<file path="config.mk">
export PLATFORM = sky130hd
export DESIGN_NAME = sedb_bus
export DESIGN_NICKNAME = d
export VERILOG_FILES = /design/src/verilog/sedb_sync.v /design/src/verilog/sedb_timing.v /design/src/verilog/sedb_bus.v
export VERILOG_INCLUDE_DIRS = /design/src /design/src/shared
export SDC_FILE = /design/constraint.sdc
export NUM_CORES = 1
export LEC_CHECK = 0
export BUFFER_PORTS_ARGS = -buffer_cell sky130_fd_sc_hd__clkbuf_2
export CAP_MARGIN = 20
export CORE_MARGIN = 4
export CORE_UTILIZATION = 49
export CTS_CLUSTER_DIAMETER = 80
export DETAILED_ROUTE_END_ITERATION = 8
export GPL_ROUTABILITY_DRIVEN = 1
export PLACE_DENSITY = 0.8
export SLEW_MARGIN = 25
export SYNTH_ARGS = -nofsm -noshare
export SYNTH_HDL_FRONTEND = slang
export SYNTH_SLANG_ARGS = --single-unit
</file>
<file path="constraint.sdc">
create_clock -name i_core_clk -period 2.76 [get_ports i_core_clk]
set_input_delay 0.414 -clock i_core_clk [delete_from_list [all_inputs] [get_ports i_core_clk]]
set_output_delay 0.414 -clock i_core_clk [all_outputs]
set_load 0.02 [all_outputs]
</file>
<file path="src/shared/sedb_defs.vh">
// Constants for the stretched external data bus sequencer
// Behaviour
// - Stretch code sets transfer length: 000 gives 2 machine cycles, each step adds one.
// - After reset the stretch selection is 001, three machine cycles.
// - Stretch interval is 4 oscillator periods per code step; strobe stays low that long, or 2 periods at code 000.
// - Address-latch strobe high 1.5 periods unstretched, 2 periods stretched.
// - Low address valid 0.5 period before latch strobe falls unstretched, 1 period stretched.
// - Writes hold low address after latch strobe falls: 0.5 or 1 period.
// - Read/write strobe falls 0.5 or 1 period after latch strobe falls.
// - High address valid 1.5 or 2.5 periods before read/write strobe falls.
// - Latch strobe rises no sooner than 4.5 periods after strobe rises, or 5.5 periods stretched.
// - Write data held after write strobe rises: 1 period, or 2 stretched.
// - Write data driven no later than the write strobe falls.
// - Low address driven strongly until latch strobe falls, then weakly held on reads.
`ifndef SEDB_DEFS_VH
`define SEDB_DEFS_VH

// ----------------------------------------
// Clock relations
// ----------------------------------------
`define SEDB_CORE_PERIOD_NS 50
`define SEDB_OSC_PERIOD_NS 100
`define SEDB_HALF_OSC_CYC ((`SEDB_OSC_PERIOD_NS / 2) / `SEDB_CORE_PERIOD_NS)

// ----------------------------------------
// Stretch selection
// ----------------------------------------
`define SEDB_STRETCH_RESET 3'h1
`define SEDB_HALVES_PER_MC 8
`define SEDB_BASE_MC 2
`define SEDB_INTERVAL_OSC_PER_STEP 4

// ----------------------------------------
// Phase points in half oscillator periods
// ----------------------------------------
`define SEDB_HI_START 1
`define SEDB_LO_START 2
`define SEDB_ALE_END_UNSTR 3
`define SEDB_ALE_END_STR 4
`define SEDB_STROBE_START_UNSTR 4
`define SEDB_STROBE_START_STR 6
`define SEDB_STROBE_LEN_UNSTR 4
`define SEDB_WHOLD_UNSTR 2
`define SEDB_WHOLD_STR 4
`define SEDB_READ_SYNC_LAG 2

`endif

</file>
<file path="src/verilog/sedb_sync.v">
// Two-stage synchroniser for pin inputs
`timescale 1ns/1ps
module sedb_sync #(
  parameter WIDTH = 8
) (
  // Clock and reset
  input wire i_core_clk,
  input wire i_rstn,
  // Data
  input wire [WIDTH-1:0] i_async,
  output reg [WIDTH-1:0] o_sync
);

  reg [WIDTH-1:0] stage1;

  always @(posedge i_core_clk or negedge i_rstn) begin
    if (!i_rstn) begin
      stage1 <= {WIDTH{1'b0}};
      o_sync <= {WIDTH{1'b0}};
    end else begin
      stage1 <= i_async;
      o_sync <= stage1;
    end
  end

endmodule

</file>
<file path="src/verilog/sedb_timing.v">
// Phase points of one transfer from the stretch code
`timescale 1ns/1ps
`include "sedb_defs.vh"
module sedb_timing #(
  parameter CW = 8,
  parameter [CW-1:0] HALF = `SEDB_HALF_OSC_CYC
) (
  // Stretch code
  input wire [2:0] i_code,
  // Phase points in core cycles
  output wire o_stretched,
  output wire [CW-1:0] o_hi_start,
  output wire [CW-1:0] o_lo_start,
  output wire [CW-1:0] o_ale_end,
  output wire [CW-1:0] o_strobe_start,
  output wire [CW-1:0] o_strobe_end,
  output wire [CW-1:0] o_wdata_end,
  output wire [CW-1:0] o_total
);

  wire [CW-1:0] code_w;
  wire [CW-1:0] strobe_len;
  wire [31:0] hi_full;
  wire [31:0] lo_full;
  wire [31:0] ale_full;
  wire [31:0] ss_full;
  wire [31:0] len_full;
  wire [31:0] we_full;
  wire [31:0] tot_full;

  assign code_w = {{(CW-3){1'b0}}, i_code};
  assign o_stretched = (i_code != 3'h0);
  // Products at full width, cut to counter width
  assign hi_full = HALF * `SEDB_HI_START;
  assign o_hi_start = hi_full[CW-1:0];
  // Address shown 0.5 or 1 period before latch strobe falls
  assign lo_full = HALF * `SEDB_LO_START;
  assign o_lo_start = lo_full[CW-1:0];
  assign ale_full = o_stretched ? HALF * `SEDB_ALE_END_STR :
                    HALF * `SEDB_ALE_END_UNSTR;
  assign o_ale_end = ale_full[CW-1:0];
  assign ss_full = o_stretched ? HALF * `SEDB_STROBE_START_STR :
                   HALF * `SEDB_STROBE_START_UNSTR;
  assign o_strobe_start = ss_full[CW-1:0];
  // Interval is 4 oscillator periods (8 halves) per step
  assign len_full = o_stretched ? HALF * (code_w * (2 * `SEDB_INTERVAL_OSC_PER_STEP)) :
                    HALF * `SEDB_STROBE_LEN_UNSTR;
  assign strobe_len = len_full[CW-1:0];
  assign o_strobe_end = o_strobe_start + strobe_len;
  assign we_full = o_strobe_end + (o_stretched ? HALF * `SEDB_WHOLD_STR :
                   HALF * `SEDB_WHOLD_UNSTR);
  assign o_wdata_end = we_full[CW-1:0];
  assign tot_full = HALF * ((code_w + `SEDB_BASE_MC) * `SEDB_HALVES_PER_MC);
  assign o_total = tot_full[CW-1:0];

endmodule

</file>
<file path="src/verilog/sedb_bus.v">
// External data transfer sequencer with stretchable cycles
`timescale 1ns/1ps
`include "sedb_defs.vh"
module sedb_bus #(
  parameter CW = 8
) (
  // Clock and reset
  input wire i_core_clk,
  input wire i_rstn,
  // Stretch selection
  input wire i_stretch_load,
  input wire i_stretch_sel_bit2,
  input wire i_stretch_sel_bit1,
  input wire i_stretch_sel_bit0,
  // Transfer request
  input wire i_req,
  input wire i_write,
  input wire [15:0] i_addr,
  input wire [7:0] i_wdata,
  // Transfer status
  output reg o_ready,
  output reg o_done,
  output reg [7:0] o_rdata,
  output reg [2:0] o_stretch_code,
  // External pins
  input wire [7:0] i_ad_in,
  output reg [7:0] o_ad_out,
  output reg o_ad_oe_n,
  output reg o_ad_weak,
  output reg [7:0] o_addr_hi,
  output reg o_ale,
  output reg o_rd_n,
  output reg o_wr_n
);

  // ----------------------------------------
  // States
  // ----------------------------------------
  localparam ST_IDLE = 1'b0;
  localparam ST_RUN = 1'b1;

  reg state;
  reg [CW-1:0] cnt;
  reg [2:0] code;
  reg [2:0] xfer_code;
  reg xfer_wr;
  reg [15:0] xfer_addr;
  reg [7:0] xfer_data;

  wire [7:0] ad_sync;
  wire stretched;
  wire [CW-1:0] hi_start;
  wire [CW-1:0] lo_start;
  wire [CW-1:0] ale_end;
  wire [CW-1:0] strobe_start;
  wire [CW-1:0] strobe_end;
  wire [CW-1:0] wdata_end;
  wire [CW-1:0] total;
  wire [CW-1:0] capture_at;
  wire [31:0] capture_full;

  // ----------------------------------------
  // Pin synchroniser
  // ----------------------------------------
  sedb_sync #(
    .WIDTH(8)
  ) u_sync (
    .i_core_clk(i_core_clk),
    .i_rstn(i_rstn),
    .i_async(i_ad_in),
    .o_sync(ad_sync)
  );

  // ----------------------------------------
  // Phase points
  // ----------------------------------------
  sedb_timing #(
    .CW(CW)
  ) u_timing (
    .i_code(xfer_code),
    .o_stretched(stretched),
    .o_hi_start(hi_start),
    .o_lo_start(lo_start),
    .o_ale_end(ale_end),
    .o_strobe_start(strobe_start),
    .o_strobe_end(strobe_end),
    .o_wdata_end(wdata_end),
    .o_total(total)
  );

  assign capture_full = strobe_end + `SEDB_READ_SYNC_LAG;
  assign capture_at = capture_full[CW-1:0];

  // ----------------------------------------
  // Stretch selection
  // ----------------------------------------
  always @(posedge i_core_clk or negedge i_rstn) begin
    if (!i_rstn) begin
      code <= `SEDB_STRETCH_RESET;
      o_stretch_code <= `SEDB_STRETCH_RESET;
    end else begin
      if (i_stretch_load) begin
        code <= {i_stretch_sel_bit2, i_stretch_sel_bit1, i_stretch_sel_bit0};
        o_stretch_code <= {i_stretch_sel_bit2, i_stretch_sel_bit1, i_stretch_sel_bit0};
      end
    end
  end

  // ----------------------------------------
  // Sequencer
  // ----------------------------------------
  always @(posedge i_core_clk or negedge i_rstn) begin
    if (!i_rstn) begin
      state <= ST_IDLE;
      cnt <= {CW{1'b0}};
      xfer_code <= `SEDB_STRETCH_RESET;
      xfer_wr <= 1'b0;
      xfer_addr <= 16'h0000;
      xfer_data <= 8'h00;
      o_ready <= 1'b0;
      o_done <= 1'b0;
      o_rdata <= 8'h00;
    end else begin
      o_done <= 1'b0;
      case (state)
        ST_IDLE: begin
          o_ready <= 1'b1;
          cnt <= {CW{1'b0}};
          if (i_req && o_ready) begin
            state <= ST_RUN;
            o_ready <= 1'b0;
            xfer_code <= code;
            xfer_wr <= i_write;
            xfer_addr <= i_addr;
            xfer_data <= i_wdata;
          end
        end
        ST_RUN: begin
          cnt <= cnt + {{(CW-1){1'b0}}, 1'b1};
          // Pin value at strobe rise, seen after the synchroniser
          if (!xfer_wr && cnt == capture_at) begin
            o_rdata <= ad_sync;
          end
          if (cnt == total - {{(CW-1){1'b0}}, 1'b1}) begin
            state <= ST_IDLE;
            o_done <= 1'b1;
            o_ready <= 1'b1;
          end
        end
        default: begin
          state <= ST_IDLE;
        end
      endcase
    end
  end

  // ----------------------------------------
  // Pin drive
  // ----------------------------------------
  always @(posedge i_core_clk or negedge i_rstn) begin
    if (!i_rstn) begin
      o_ale <= 1'b0;
      o_rd_n <= 1'b1;
      o_wr_n <= 1'b1;
      o_ad_out <= 8'h00;
      o_ad_oe_n <= 1'b1;
      o_ad_weak <= 1'b0;
      o_addr_hi <= 8'h00;
    end else if (state == ST_RUN) begin
      // Latch strobe high for 1.5 or 2 periods
      o_ale <= (cnt < ale_end);
      // High address stays from its start to the end of the transfer
      if (cnt >= hi_start) begin
        o_addr_hi <= xfer_addr[15:8];
      end
      // Strobe low from strobe start for the interval, or for 2 periods at code 000
      if (cnt >= strobe_start && cnt < strobe_end) begin
        o_rd_n <= xfer_wr;
        o_wr_n <= ~xfer_wr;
      end else begin
        o_rd_n <= 1'b1;
        o_wr_n <= 1'b1;
      end
      if (cnt >= lo_start && cnt < ale_end) begin
        o_ad_out <= xfer_addr[7:0];
        o_ad_oe_n <= 1'b0;
        o_ad_weak <= 1'b0;
      end else if (xfer_wr && cnt >= ale_end && cnt < strobe_start) begin
        o_ad_out <= xfer_addr[7:0];
        o_ad_oe_n <= 1'b0;
        o_ad_weak <= 1'b0;
      end else if (xfer_wr && cnt >= strobe_start && cnt < wdata_end) begin
        o_ad_out <= xfer_data;
        o_ad_oe_n <= 1'b0;
        o_ad_weak <= 1'b0;
      end else if (!xfer_wr && cnt >= ale_end && cnt < strobe_start) begin
        o_ad_oe_n <= 1'b1;
        o_ad_weak <= 1'b1;
      end else begin
        o_ad_oe_n <= 1'b1;
        o_ad_weak <= 1'b0;
      end
    end else begin
      o_ale <= 1'b0;
      o_rd_n <= 1'b1;
      o_wr_n <= 1'b1;
      o_ad_oe_n <= 1'b1;
      o_ad_weak <= 1'b0;
    end
  end

endmodule

</file>
## After elaboration in Yosys (flattened, before gate mapping)

Cells that the tools add are included.
W data, S select, Z words.

- Add/sub/neg operators: 6
- $lt $le $gt $ge: 8
- Muxes and demuxes: 30
- Equality and inequality tests: 3
- Bitwise logic cells: 2
- Reduce and logical (&&, ||, !) cells: 17

Operators with widths:

| operator | count |
|---|---|
| $lt A8 B8 Y1 | 4 |
| $mux W8 | 3 |
| $mux W1 | 20 |
| $add A8 B8 Y8 | 2 |
| $eq A8 B8 Y1 | 2 |
| $ge A8 B8 Y1 | 2 |
| $pmux W8 S2 | 1 |
| $logic_and A1 B1 Y1 | 10 |
| $add A8 B1 Y8 const B | 1 |
| $add A8 B2 Y8 const B | 1 |
| $ge A8 B1 Y1 const B | 1 |
| $ge A8 B2 Y1 const B | 1 |
| $reduce_and A2 Y1 | 4 |
| $sub A8 B1 Y8 const B | 1 |
| $mux W3 | 2 |
| $mux W6 | 1 |
| $reduce_bool A3 Y1 | 2 |
| $add A3 B2 Y4 const B | 1 |
| $pmux W1 S2 | 2 |
| $mux W2 | 1 |
| $ne A2 B1 Y1 const B | 1 |
| $not A1 Y1 | 2 |
| $logic_not A1 Y1 | 1 |

- Bits of input ports: 40
- Register bits: 87
- Word-level logic and storage cells: 85
- Output and inout bits: 34

## Longest topological paths before layout

- Word-level depth: 10
- Depth in mapped cells: 11

## Modules after synthesis

A second synthesis with hierarchy kept.

- Cell total of the unflattened synthesis: 563
- Area total of the unflattened synthesis: 5,690.5 µm²

By module, submodules not included:

| module | instances | cells each | area an instance (µm²) | seq. area each (µm²) |
|---|---|---|---|---|
| sedb_bus | 1 | 485 | 4,819.6 | 1,783.0 |
| sedb_timing | 1 | 62 | 470.5 | 0.0 |
| sedb_sync | 1 | 16 | 400.4 | 400.4 |

## Worst setup path after synthesis

No wires, ideal clock.

- Path type: flip-flop to flip-flop
- Start point: register xfer_code[1]
- End point: register o_ad_out[0]
- Clock period less this slack: 2.630 ns
- Cell stages (with the launch flop): 10
- Path slack: 0.130 ns
- Arrival time: 2.507 ns
- Path through: dfrtp_1 -> inv_1 -> ha_1 -> nand2b_1 -> ha_1 -> or4b_1 -> a41o_1 -> mux2_4 -> o21bai_4 -> o221a_1

- Word-level cells in the longest chain between the ends: 8
- Elaborated cells on any way between the ends: 21
- Those cells by class: add/sub (2); order compare (5); mux (6); reduce/logical (8)

Ends and longest elaborated chain:

| item | RTL line | text |
|---|---|---|
| from (decl) | sedb_bus.v:45 | `reg [2:0] xfer_code;` |
| from (signal assigned) | sedb_bus.v:116 | `` xfer_code <= `SEDB_STRETCH_RESET; `` |
| from (signal assigned) | sedb_bus.v:132 | `xfer_code <= code;` |
| $reduce_bool A3 Y1 | sedb_timing.v:32 | `assign o_stretched = (i_code != 3'h0);` |
| $mux W2 (no line) or $mux W6 (tied branches) | -- |  |
| $add A8 B8 Y8 | sedb_timing.v:49 | `assign o_strobe_end = o_strobe_start + strobe_len;` |
| $add A8 B8 Y8 | sedb_timing.v:50 | `` assign we_full = o_strobe_end + (o_stretched ? HALF * `SEDB_WHOLD_STR : `` |
| $lt A8 B8 Y1 | sedb_bus.v:192 | `end else if (xfer_wr && cnt >= strobe_start && cnt < wdata_end) begin` |
| $logic_and A1 B1 Y1 | sedb_bus.v:192 |  |
| $reduce_bool A3 Y1 (no line) | -- |  |
| $reduce_and A2 Y1 (no line) | -- |  |
| to (signal assigned) | sedb_bus.v:185 | `o_ad_out <= xfer_addr[7:0];` |
| to (signal assigned) | sedb_bus.v:189 | `o_ad_out <= xfer_addr[7:0];` |
| to (signal assigned) | sedb_bus.v:193 | `o_ad_out <= xfer_data;` |
| to (decl) | sedb_bus.v:27 | `output reg [7:0] o_ad_out,` |

Parallel ways exist; a longest one is shown, timed or not.
A chain may end at the register's enable or synchronous reset.

## Worst setup path after layout

- Start point: register xfer_code[0]
- End point: register o_ad_out[2]

Same word-level chain as after synthesis.

==> impl_results.rst <==
.. list-table::
   :header-rows: 1

   * - Metric
     - Value
   * - Distinct cell type count of the synthesized netlist
     - 43
   * - Largest net degree at the start of global routing
     - 58
   * - Number of buffers created by CTS
     - 9
   * - Highest net fanout along the worst path
     - 8
   * - First-pass GRT wire length
     - 11.9 mm
   * - Last weighted congestion value of the routability-driven placer
     - 0.905
   * - Switching power summed over all nets
     - 0.00205 W
   * - Final critical-path setup slack
     - 0.128 ns
   * - Core footprint
     - 7370 um^2
   * - Proportion of layout cells with a drive suffix above 1
     - 43.6%
   * - CP Launch Type
     - flip-flop
   * - Minimum period implied by the final worst setup slack
     - 2.63 ns
   * - Capture endpoint of the worst hold path
     - u_sync.stage1[4]$_DFF_PN0_
   * - Dpl ws
     - 0.0981 ns
   * - Reg-to-reg startpoint
     - xfer_code[0]$_DFFE_PN1P_
   * - CTS tree
     - yes
   * - Final-stage net count
     - 421
   * - Post-synthesis sequential area ratio
     - 57.6%
   * - Post-route ant nets
     - 0
   * - Number of clock sinks seen by CTS
     - 87
   * - Number of storage elements in the synthesis netlist
     - 87
   * - Die footprint
     - 9210 um^2
   * - End of the worst register-to-register path
     - o_ad_out[2]$_DFFE_PN0P_
   * - Total Negative Setup Slacks
     - 0 ns
   * - Number of levels in the clock H-tree
     - 3
   * - Ant diodes
     - 0
   * - Number of global-route vias before repair
     - 2520
   * - Worst VDD drop
     - 0.644 mV
   * - Net count after synthesis
     - 331
   * - Initial core utilization
     - 51.4%
   * - Capturing element type of the critical path
     - flip-flop
   * - Critical path cell sequence
     - inv_1 > ha_1 > nand2b_1 > buf_4 > inv_1 > ha_1 > a41o_1 > mux2i_1 > a211o_2 > o221a_1
   * - Clock share of power
     - 16.3%
   * - DRC marker count from the first detailed-route iteration
     - 91
   * - Cell types occupying the most area after synthesis
     - sky130_fd_sc_hd__dfrtp_1, sky130_fd_sc_hd__mux2_2, sky130_fd_sc_hd__ha_1
   * - Leakage power
     - 2.20 nW
   * - Switching share of power
     - 36.4%
   * - Setup skew after layout
     - 0.0114 ns
   * - Via density per instance
     - 5.21
   * - Die width
     - 95.9 um
   * - Insertion delay to the later sink of the worst-skew pair
     - 0.35 ns
   * - Num ports
     - 74
   * - Fmax
     - 380 MHz
   * - Worst setup path class
     - reg2reg
   * - Crit path arrival time
     - 2.87 ns
   * - Minimum setup slack among reg-to-reg paths
     - 0.13 ns
   * - EDFF count, synth
     - 0
   * - Root buf cell
     - sky130_fd_sc_hd__clkbuf_8
   * - Hold Path Depth
     - 1
   * - Dominant cell type by area after synthesis
     - sky130_fd_sc_hd__dfrtp_1
   * - Synth Area per Inst
     - 14.0 um^2
   * - Synthesized cell area
     - 3790 um^2
   * - Cell internal pwr
     - 0.00358 W
   * - Setup violations, final
     - 0
   * - Cells after synthesis
     - 270
   * - Final Max Tran Viols
     - 0
   * - Synth-to-layout area growth
     - 21.2%
   * - Floorplan die height
     - 95.9 um
   * - Routed length per instance
     - 15.4 um
   * - Top-area cell type share of the netlist area
     - 54.1%
   * - Count of final hold-check violations
     - 0
   * - Slew at the pin closest to its max-slew limit
     - 0.505 ns
   * - Global route total overflow
     - 0
   * - Most common cell after layout, fill and taps aside
     - sky130_fd_sc_hd__dfrtp_1
   * - Status
     - finished, final reports clean
   * - Estimated wirelength of the detail-placed design
     - 5.41 mm
   * - Clock transition at the registers of the reported paths
     - 0.08 ns
   * - Relative contribution of combinational cells to total power
     - 46.4%
   * - Areal power density over the cells
     - 1230 nW/um^2
   * - Clock Tree Buf Depth
     - 2
   * - Data required time at the worst endpoint
     - 3.00 ns
   * - Number of max-cap violations
     - 0
   * - Proportion of power drawn by flip-flops and latches
     - 37.3%
   * - Most frequent cells in the layout
     - sky130_fd_sc_hd__dfrtp_1, sky130_fd_sc_hd__clkbuf_2, sky130_fd_sc_hd__mux2_2
   * - Final routed DRC violation total
     - 0
   * - Via count
     - 2419
   * - Number of antenna violations at the first check in global routing
     - 0
   * - Min-Delay Path Class
     - in2reg
   * - Drt total wl
     - 7.15 mm
   * - Hold Startpoint
     - i_ad_in[4]
   * - Final worst path period share
     - 95.4%
   * - Number of input and output port buffers inserted
     - 73
   * - Proportion of synthesized flip-flops having asynchronous set or reset
     - 100%
   * - GR Util All Layers
     - 16.9%
   * - Number of placement rows
     - 31
   * - Reg2Reg Depth
     - 10
   * - Biggest cell delay along the critical path
     - 0.53 ns
   * - Main flop type after synthesis
     - sky130_fd_sc_hd__dfrtp_1
   * - Setup repair after global routing missed its margin
     - false
   * - Number of search-and-repair iterations in the first detailed-routing pass
     - 4
   * - Yosys warns
     - 0
   * - Highest-delay cell along the critical path
     - sky130_fd_sc_hd__dfstp_2
   * - Relative slew slack
     - 65.9%
-- power groups by stage --
stage | Combinational (W) | Clock (W) | Sequential (W)
after floorplan | 0.00163 | 0 | 0.00231
after global placement | 0.00246 | 0 | 0.00210
after detailed placement | 0.00255 | 0 | 0.00213
after CTS | 0.00258 | 0.000942 | 0.00210
after global routing | 0.00289 | 0.000996 | 0.00216
final | 0.00261 | 0.000916 | 0.00210
-- stage by stage --
stage	utilization [%]	hold WS (ns)	power (W)	cells	cell area, um^2
after floorplan	-	0.118	0.00393	270	3790
after global placement	58.6	0.333	0.00457	444	4320
after detailed placement	59.0	0.335	0.00468	445	4350
after CTS	62.0	0.146	0.00563	462	4570
after global routing	62.3	0.142	0.00605	464	4590
final	62.3	0.162	0.00563	464	4590
-- layout make-up --
type / instances / area [um^2]
well taps: 99 / 124
repair buffers: 85 / 480
multi-input cells: 168 / 1560
fillers: 583 / 2780
clock buffers: 11 / 151
inverters: 9 / 33.8
flip-flops and latches: 87 / 2180
clock inverters: 5 / 63.8
-- cells in the mapped netlist, drive strengths merged (2+ instances only) --
master,count
o21ai,3
or2b,8
nand2,4
and2,9
nor4b,3
o221a,8
mux2,48
xnor2,10
nand2b,4
nand3,7
nor3,2
inv,9
dfrtp,82
or4b,2
nand3b,3
ha,21
and3,2
dfstp,5
o21a,4
nand4b,2
nor2,7
xor2,2
clkbuf,6
nor2b,3
-- sequential cells by signal (all words and copies together) (netlist names) --
name	count
code	3
o_wr_n	1
cnt	8
xfer_wr	1
o_done	1
xfer_code	3
o_ad_out	8
o_ad_weak	1
u_sync.stage1	8
xfer_addr	16
o_ale	1
state	1
o_rdata	8
u_sync.o_sync	8
o_rd_n	1
o_ready	1
xfer_data	8
o_addr_hi	8
o_ad_oe_n	1
-- critical path: cells and delay by family (launching register included) --
family,cells,cell delay [ns]
AND/OR/NAND/NOR,1,0.10
multiplexers,1,0.15
flip-flops,1,0.53
AO/OA/AOI/OAI,3,0.98
adder cells (fa/ha/maj),2,0.53
buffers and inverters,3,0.24
-- layer usage --
metal / wire length [um] / global-route usage [%]
met5: 0 / 0
met2: 3520 / 27.4
met1: 2950 / 20.4
met4: 103 / 6.16
met3: 580 / 6.49
-- repair_timing --
action                                  CTS  global route
gates resized for setup                   0             2
hold buffers                              1             0
endpoints found under the setup margin    0             8
buffers inserted                          0             2
hold endpoints to repair                 26             0
-- cell families (layout without fill, tap and decap cells) --
| kind of cell | after synthesis | count (layout) | share of synthesized area (%) |
|---|---|---|---|
| compound gates | 25 | 25 | 6.24 |
| xor+xnor | 12 | 12 | 2.77 |
| fa+ha+maj | 21 | 21 | 6.93 |
| buf+inv | 15 | 110 | 1.49 |
| flops | 87 | 87 | 57.6 |
| mux | 49 | 49 | 14.6 |
| other cells | 1 | 1 | 0.0989 |
| simple gates | 60 | 60 | 10.2 |
-- how the worst max path moves through the flow --
stage | slack, ns | start | cells past startpoint | endpoint
2_1_floorplan | 0.13 | xfer_code[1]$_DFFE_PN0P_ | 9 | o_ad_out[0]$_DFFE_PN0P_
3_5_place_dp | 0.1 | xfer_code[1]$_DFFE_PN0P_ | 9 | o_ad_out[7]$_DFFE_PN0P_
5_1_grt | 0.004 | xfer_code[0]$_DFFE_PN1P_ | 10 | o_ad_out[7]$_DFFE_PN0P_
4_1_cts | 0.06 | xfer_code[1]$_DFFE_PN0P_ | 9 | o_ad_out[4]$_DFFE_PN0P_
6_report | 0.13 | xfer_code[0]$_DFFE_PN1P_ | 10 | o_ad_out[2]$_DFFE_PN0P_
3_3_place_gp | 0.15 | xfer_code[1]$_DFFE_PN0P_ | 9 | o_ad_out[3]$_DFFE_PN0P_
No activity file was read; power rests on OpenSTA's default activity.
